## config.mk

```make
export PLATFORM = sky130hd
export DESIGN_NAME = gicp_idle_prbs
export DESIGN_NICKNAME = d
export VERILOG_FILES = /design/src/rtl/gicp_pkg.sv /design/src/rtl/gicp_idle_prbs.sv
export SDC_FILE = /design/constraint.sdc
export NUM_CORES = 1
export LEC_CHECK = 0
export BUFFER_PORTS_ARGS = -buffer_cell sky130_fd_sc_hd__buf_4
export CELL_PAD_IN_SITES_DETAIL_PLACEMENT = 0
export CELL_PAD_IN_SITES_GLOBAL_PLACEMENT = 1
export CORE_MARGIN = 2
export CORE_UTILIZATION = 45
export DETAILED_ROUTE_END_ITERATION = 12
export HOLD_SLACK_MARGIN = 0.02
export PLACE_DENSITY_LB_ADDON = 0.1
export SYNTH_ARGS = -nofsm -noshare
export SYNTH_HDL_FRONTEND = slang
export SYNTH_SLANG_ARGS = --single-unit
```

## constraint.sdc

```tcl
create_clock -name clk -period 3.6 [get_ports clk]
set_input_delay 0.54 -clock clk [delete_from_list [all_inputs] [get_ports clk]]
set_output_delay 0.54 -clock clk [all_outputs]
set_load 0.01 [all_outputs]
```

## src/rtl/gicp_pkg.sv

```systemverilog
package gicp_pkg;
   // Code groups of interest, as 8-bit values with K flag kept apart
   localparam logic [7:0] K28_5  = 8'hbc;
   localparam logic [7:0] D10_1  = 8'h2a;
   localparam logic [7:0] D16_2  = 8'h50;
   localparam logic [7:0] D5_6   = 8'hc5;

   // Test pattern generator, x^7 + x^6 + 1
   localparam int         PRBS_LEN  = 7;
   localparam int         PRBS_TAPA = 6;
   localparam int         PRBS_TAPB = 5;
   localparam logic [6:0] PRBS_SEED = 7'h7f;
   localparam logic [2:0] SYNC_CNT  = 3'h7;

   // APB register map, byte addresses
   localparam logic [7:0] ADDR_IRQ_STAT  = 8'h00;
   localparam logic [7:0] ADDR_IRQ_MASK  = 8'h04;
   localparam logic [7:0] ADDR_CHAN_STAT = 8'h08;
   localparam logic [7:0] ADDR_MODE_CTRL = 8'h18;
   localparam int         MODE_BIT       = 15;
   localparam int         EVT_OFF_BASE   = 8;
   localparam int         SYNC_BASE      = 8;
   localparam logic [31:0] REG_RESET     = 32'h0000_0000;

   // One transmit character from the protocol device
   typedef struct packed {
      logic       k;
      logic [7:0] data;
   } gicp_char_t;

   // One received character after the decoder
   typedef struct packed {
      logic       cv;
      logic       k;
      logic [7:0] data;
   } gicp_rx_char_t;

   // APB request and answer
   typedef struct packed {
      logic        psel;
      logic        penable;
      logic        pwrite;
      logic [7:0]  paddr;
      logic [31:0] pwdata;
   } gicp_apb_req_t;

   typedef struct packed {
      logic [31:0] prdata;
      logic        pready;
      logic        pslverr;
   } gicp_apb_rsp_t;

   // Idle correction state, Gray along the path
   typedef enum logic [1:0] {
      CORR_ON        = 2'b00,
      CORR_ONE_COMMA = 2'b01,
      CORR_OFF       = 2'b11,
      CORR_ONE_DATA  = 2'b10
   } gicp_corr_st_t;
endpackage

```

## src/rtl/gicp_idle_prbs.sv

```systemverilog
// The APB interface to the registers and the placing of the registers were left to the implementer.
`timescale 1ns/10ps
module gicp_idle_prbs
   import gicp_pkg::*;
#(
   parameter int NCH = 8
) (
   // Clock and reset
   input  wire logic                clk,
   input  wire logic                rst_b,
   // APB slave
   input  wire gicp_apb_req_t       apb_req,
   output gicp_apb_rsp_t            apb_rsp,
   // Mode pins
   input  wire logic                gigabit_idle_mode_pin,
   input  wire logic                busy_pass_enable_pin,
   input  wire logic                test_pattern_enable,
   // Transmit character path
   input  wire gicp_char_t [NCH-1:0] tx_char_i,
   output gicp_char_t [NCH-1:0]     tx_char_o,
   // Receive character path
   input  wire gicp_rx_char_t [NCH-1:0] rx_char_i,
   output logic [NCH-1:0]           rx_idle_o,
   // Serial test pattern bits
   output logic [NCH-1:0]           tx_test_bit_o,
   input  wire logic [NCH-1:0]      rx_test_bit_i,
   // Interrupt
   output logic                     irq
);

   logic [31:0]    irq_stat_reg;
   logic [31:0]    irq_stat_next;
   logic [31:0]    irq_mask_reg;
   logic           mode_bit_reg;
   logic           idle_mode;
   logic           busy_pass_mode;
   logic [NCH-1:0] prbs_err_evt;
   logic [NCH-1:0] corr_off_evt;
   logic [NCH-1:0] corr_en;
   logic [NCH-1:0] chk_sync;
   logic [31:0]    evt_set;
   logic [31:0]    w1c;
   logic           wr_acc;
   logic           rd_acc;
   logic           hit;

   // Effective mode and busy pass level
   assign idle_mode      = gigabit_idle_mode_pin | mode_bit_reg;
   assign busy_pass_mode = busy_pass_enable_pin;

   // APB decode; slave answers with no wait state
   assign wr_acc = apb_req.psel & apb_req.penable & apb_req.pwrite;
   assign rd_acc = apb_req.psel & apb_req.penable & ~apb_req.pwrite;
   always_comb begin
      hit = 1'b1;
      case (apb_req.paddr)
         ADDR_IRQ_STAT, ADDR_IRQ_MASK,
         ADDR_CHAN_STAT, ADDR_MODE_CTRL: hit = 1'b1;
         default: hit = 1'b0;
      endcase
   end

   // Read mux; unmapped reads return zero with an error flag
   always_comb begin
      apb_rsp.pready  = 1'b1;
      apb_rsp.pslverr = apb_req.psel & apb_req.penable & ~hit;
      apb_rsp.prdata  = 32'h0000_0000;
      if (rd_acc) begin
         case (apb_req.paddr)
            ADDR_IRQ_STAT:  apb_rsp.prdata = irq_stat_reg;
            ADDR_IRQ_MASK:  apb_rsp.prdata = irq_mask_reg;
            ADDR_CHAN_STAT: begin
               apb_rsp.prdata[NCH-1:0] = corr_en;
               apb_rsp.prdata[SYNC_BASE +: NCH] = chk_sync;
            end
            ADDR_MODE_CTRL: apb_rsp.prdata[MODE_BIT] = mode_bit_reg;
            default:        apb_rsp.prdata = 32'h0000_0000;
         endcase
      end
   end

   // Mode control bit
   always_ff @(posedge clk or negedge rst_b) begin
      if (!rst_b) begin
         mode_bit_reg <= 1'b0;
      end else if (wr_acc && apb_req.paddr == ADDR_MODE_CTRL) begin
         mode_bit_reg <= apb_req.pwdata[MODE_BIT];
      end
   end

   // Interrupt mask
   always_ff @(posedge clk or negedge rst_b) begin
      if (!rst_b) begin
         irq_mask_reg <= REG_RESET;
      end else if (wr_acc && apb_req.paddr == ADDR_IRQ_MASK) begin
         irq_mask_reg <= apb_req.pwdata;
      end
   end

   // Sticky events; a new event beats a same-cycle write-one clear
   always_comb begin
      evt_set = 32'h0000_0000;
      evt_set[NCH-1:0] = prbs_err_evt;
      evt_set[EVT_OFF_BASE +: NCH] = corr_off_evt;
      w1c = (wr_acc && apb_req.paddr == ADDR_IRQ_STAT) ?
            apb_req.pwdata : 32'h0000_0000;
      irq_stat_next = (irq_stat_reg & ~w1c) | evt_set;
   end

   always_ff @(posedge clk or negedge rst_b) begin
      if (!rst_b) begin
         irq_stat_reg <= REG_RESET;
      end else begin
         irq_stat_reg <= irq_stat_next;
      end
   end

   assign irq = |(irq_stat_reg & irq_mask_reg);

   // Per-channel idle handling and test pattern logic
   for (genvar ch = 0; ch < NCH; ch++) begin : g_chan
      gicp_corr_st_t st_reg;
      gicp_corr_st_t st_next;
      gicp_char_t    tc;
      gicp_rx_char_t rc;
      logic          tx_comma;
      logic          tx_prev_comma_reg;
      logic          rx_prev_comma_reg;
      logic          sub;
      logic [6:0]    gen_reg;
      logic [6:0]    chk_reg;
      logic [2:0]    cnt_reg;
      logic          predict;

      assign tc       = tx_char_i[ch];
      assign rc       = rx_char_i[ch];
      assign tx_comma = tc.k && tc.data == K28_5;

      // Comma-run tracker; K28.5 runs suspend correction
      always_comb begin
         st_next = st_reg;
         case (st_reg)
            CORR_ON: begin
               if (tx_comma) st_next = CORR_ONE_COMMA;
            end
            CORR_ONE_COMMA: begin
               if (tx_comma) st_next = CORR_OFF;
               else          st_next = CORR_ON;
            end
            CORR_OFF: begin
               if (!tc.k) st_next = CORR_ONE_DATA;
            end
            CORR_ONE_DATA: begin
               if (!tc.k) st_next = CORR_ON;
               else       st_next = CORR_OFF;
            end
            default: st_next = CORR_ON;
         endcase
      end

      // Starts enabled so the first idle is already corrected
      always_ff @(posedge clk or negedge rst_b) begin
         if (!rst_b) begin
            st_reg <= CORR_ON;
         end else begin
            st_reg <= st_next;
         end
      end

      assign corr_en[ch] = st_reg == CORR_ON ||
                           st_reg == CORR_ONE_COMMA;
      assign corr_off_evt[ch] = st_reg == CORR_ONE_COMMA &&
                                st_next == CORR_OFF;

      // Only a data character right after a comma is swapped
      assign sub = idle_mode && corr_en[ch] && tx_prev_comma_reg &&
                   !tc.k && tc.data == D16_2;

      // Transmit character register
      always_ff @(posedge clk or negedge rst_b) begin
         if (!rst_b) begin
            tx_prev_comma_reg <= 1'b0;
            tx_char_o[ch]     <= '0;
         end else begin
            tx_prev_comma_reg  <= tx_comma;
            tx_char_o[ch].k    <= tc.k;
            tx_char_o[ch].data <= sub ? D5_6 : tc.data;
         end
      end

      // Receive idle classification, flagged the cycle after the data character
      always_ff @(posedge clk or negedge rst_b) begin
         if (!rst_b) begin
            rx_prev_comma_reg <= 1'b0;
            rx_idle_o[ch]     <= 1'b0;
         end else begin
            rx_prev_comma_reg <= rc.k && !rc.cv && rc.data == K28_5;
            rx_idle_o[ch] <= idle_mode && rx_prev_comma_reg &&
                             !rc.k && !rc.cv &&
                             !(busy_pass_mode && rc.data == D10_1);
         end
      end

      // Generator; held at seed while the test is off
      always_ff @(posedge clk or negedge rst_b) begin
         if (!rst_b) begin
            gen_reg          <= PRBS_SEED;
            tx_test_bit_o[ch] <= 1'b0;
         end else if (test_pattern_enable) begin
            gen_reg <= {gen_reg[PRBS_LEN-2:0],
                        gen_reg[PRBS_TAPA] ^ gen_reg[PRBS_TAPB]};
            tx_test_bit_o[ch] <= gen_reg[PRBS_LEN-1];
         end else begin
            gen_reg          <= PRBS_SEED;
            tx_test_bit_o[ch] <= 1'b0;
         end
      end

      // Self-seeding checker: history of received bits predicts next
      assign predict = chk_reg[PRBS_TAPA] ^ chk_reg[PRBS_TAPB];
      assign chk_sync[ch] = cnt_reg == SYNC_CNT;
      assign prbs_err_evt[ch] = test_pattern_enable && chk_sync[ch] &&
                                rx_test_bit_i[ch] != predict;

      // Seven bits must arrive before any comparison counts
      always_ff @(posedge clk or negedge rst_b) begin
         if (!rst_b) begin
            chk_reg <= '0;
            cnt_reg <= '0;
         end else if (test_pattern_enable) begin
            chk_reg <= {chk_reg[PRBS_LEN-2:0], rx_test_bit_i[ch]};
            if (!chk_sync[ch]) cnt_reg <= cnt_reg + 3'h1;
         end else begin
            chk_reg <= '0;
            cnt_reg <= '0;
         end
      end
   end

endmodule // gicp_idle_prbs

```

==> out/qor.yml <==
status: "complete, no violations"
power_density_over_the_cells_nw_per_um2: 474.9
finalNetCount: 1543
worst_r2r_startpoint: "g_chan[4].st_reg[1]"
multi_input_comb_area_um2: 4582
synth_compound_area_frac: 0.05085
r2r_slack_ns: 1.76
avgRoutedWirePerCell_um: 19.68
maximum_number_of_pins_on_one_net_before_global_route_repair: 97
placed_area_um2: 15770
design.portCount: 331
synth_mux_area_frac: 0.06863
cts_resized: 0
gp_congestion: 0.8335
critPathKind: "in -> out"
place.detailed.hpwl_um: 25130
number_of_flip_flops_and_latches_in_the_synthesized_netlist: 321
grt_antenna_before_repair: 1
cts_sink_cnt: 321
dr.first_iter.drc_count: 554
layout_commonest_cell: "sky130_fd_sc_hd__buf_4"
min-delay-path-class: "in -> async"
crit-reg2reg-capture: "tx_char_o[40]"
largest_register_ff_count: 72
synth-seq-area-share: 0.6225
final-setup-viol-count: 0
postSynth.asyncResetShare: 1.000
main_combinational_cell_family_by_area_after_synthesis: "simple AND/OR/NAND/NOR gates"
warnings_from_yosys: 0
drive_gt1_frac: 0.3569
syn_area_um2: 13020
design.die.area_um2: 30300
cp.arrival_ns: 2.56
period_minus_slack_ns: 3.099
numPortBuffers: 329
insertion_delay_ns: 0.51
report.final.hold_viol_count: 0
synth.lib_cells_used.distinct: 52
maximum_number_of_buffers_from_clock_root_to_sink: 3
detailedRoute.firstPassIterationCount: 7
worst_ep_required_time_ns: 3.06
mostFrequentLayoutCells: "sky130_fd_sc_hd__buf_4, sky130_fd_sc_hd__dfrtp_1, sky130_fd_sc_hd__and2_1"
die_wd_um: 174.1
detailroute.via_count: 9022
worst-slew-pin-transition_ns: 0.8621
detail_route_antenna_nets: 0
route.met2.wl_um: 16240
area_growth_syn_to_layout_pct: 30.40
seq_area_um2: 8103
routed_wl_um: 34050
yosys.area_share.adder: 0.01538
clk_pin_slew_ns: 0.06
first_global_vias: 9113
synthSimpleGateAreaFrac: 0.1948
p_leak_uw: 0.007977
synthesis.nets: 1250
critPathLaunch: "apb_req[37]"
core_region_area_um2: 28630
final_cell_area_um2: 16970
floorplan.die.height_um: 174.1
rsz0062_at_grt: "no"
global_route.overflow_total: 0
synth.avg_cell_area_um2: 12.69
min_period_over_period: 0.8608
routedLengthMet1_um: 14670
max_fo_critical_path: 20
edff_count_synth: 0
maxCapViolations: 0
post-cts-setup-buffer-count: 0
num_rows: 62
maxClockFrequency_ghz: 0.3227
finalClockSkew_ns: 0.02286
avgViaCountPerCell: 5.215
syn_inst: 1026
drcViolationCount: 0
yosys_most_used_dff: "sky130_fd_sc_hd__dfrtp_1"
irDropWorstVdd_mv: 0.3982
initial_utilization: 0.4547
tritoncts.num_buffers: 35
postCtsHoldBufs: 0
critPathLaunchType: "primary input"
grt_usage: 0.2270
worst_slew_margin_rel: 0.4171
cts-htree-levels: 2
first_pass_grt_wire_length_um: 53260
fillers: 2396
rr_worst_depth: 3
dr.max_layer_used: "met4"
timing.critical_path.to: "apb_rsp[4]"
cts_tree: "yes"
cts_root_buf: "sky130_fd_sc_hd__clkbuf_16"
synth_xor_area_frac: 0.02153
dr_wl_met3_um: 1936
timing.setup.tns_ns: 0
slew_viol_final: 0
worst_setup_path_end_kind: "primary output"
[cells by family (layout without fill, tap and decap cells)]
| kind of cell | Yosys count | count (layout) |
|---|---|---|
| mux | 83 | 83 |
| compound gates | 91 | 91 |
| other cells | 1 | 2 |
| simple gates | 396 | 396 |
| buf+inv | 86 | 405 |
| fa+ha+maj | 16 | 16 |
| xor+xnor | 32 | 32 |
| flops | 321 | 321 |
[metrics by stage]
step	worst slack (ns)	hold WS, ns	util	std cells	total power [uW]
2_1_floorplan	1.295	0.2444	-	1026	4075
3_3_place_gp	0.5708	0.4357	0.5509	1666	4489
3_5_place_dp	0.5149	0.4400	0.5509	1666	4503
4_1_cts	0.5141	0.08536	0.5929	1729	8165
5_1_grt	0.3308	0.1147	0.5930	1730	8386
6_report	0.5010	0.06549	0.5930	1730	8061
[worst min path at each step]
stage,start,endpoint,slack (ns),cells past startpoint
after global routing,rst_b,irq_stat_reg[16],0.11,1
after floorplan,rst_b,g_chan[0].chk_reg[0],0.24,0
after global placement,g_chan[5].chk_reg[2],g_chan[5].chk_reg[3],0.44,1
final,rst_b,irq_stat_reg[16],0.07,1
after detailed placement,g_chan[1].chk_reg[2],g_chan[1].chk_reg[3],0.44,1
after CTS,rst_b,irq_mask_reg[13],0.09,1
[final cells by class]
| type | count | area share |
|---|---|---|
| Clock buffer | 58 | 0.06686 |
| Inverter | 2 | 0.0004423 |
| Antenna cell | 1 | 0.0001474 |
| Clock inverter | 5 | 0.003907 |
| Tap cell | 384 | 0.02831 |
| Multi-Input combinational cell | 619 | 0.2699 |
| Timing Repair Buffer | 340 | 0.1530 |
| Sequential cell | 321 | 0.4774 |
[worst max-delay path, cell delays in order]
cell,delay (ns)
sky130_fd_sc_hd__buf_4,0.12
sky130_fd_sc_hd__nor3_4,0.56
sky130_fd_sc_hd__nand4_1,0.78
sky130_fd_sc_hd__a21oi_1,0.38
sky130_fd_sc_hd__buf_4,0.17
[routing by layer]
layer / vias to the layer above / GRT usage
li1: 4158 / -
met1: 4512 / 0.3028
met2: 281 / 0.3647
met3: 71 / 0.04987
met4: 0 / 0.08718
met5: - / 0
[power breakdown]
part           internal, uW  switching, uW  total (uW)
combinational           326            321         646
sequential             3740           47.1        3790
clock                  2230           1400        3630
total                  6290           1770        8060
[Yosys cell counts, drive strengths merged (2+ instances only)]
| cell | count | area (um2) |
|---|---|---|
| dfrtp | 265 | 6631 |
| and2 | 82 | 513.0 |
| nand2b | 77 | 481.7 |
| clkbuf | 70 | 262.8 |
| dfstp | 56 | 1471 |
| mux2 | 50 | 563.0 |
| nand4 | 35 | 219.0 |
| mux2i | 33 | 330.3 |
| xnor2 | 32 | 280.3 |
| nand3 | 27 | 135.1 |
| nand2 | 25 | 93.84 |
| a21oi | 22 | 110.1 |
| nor2 | 21 | 78.83 |
| nor4b | 21 | 190.2 |
| nor3 | 20 | 105.1 |
| nor2b | 18 | 112.6 |
| a21boi | 16 | 120.1 |
| a22oi | 16 | 120.1 |
| ha | 16 | 200.2 |
| buf | 14 | 67.56 |
| and3 | 12 | 75.07 |
| a32o | 10 | 100.1 |
| nand4b | 10 | 87.58 |
| nor4bb | 10 | 100.1 |
| and4 | 8 | 70.07 |
| a21o | 7 | 52.55 |
| nor3b | 7 | 52.55 |
| nor4 | 7 | 58.81 |
| and4b | 4 | 40.04 |
| nand4bb | 4 | 45.04 |
| o21ai | 4 | 20.02 |
| o21ba | 4 | 40.04 |
| or4bb | 4 | 45.04 |
| a22o | 3 | 26.28 |
| o21bai | 3 | 22.52 |
| inv | 2 | 7.510 |
| o2bb2ai | 2 | 17.52 |
(Power assumes the default switching activity.)
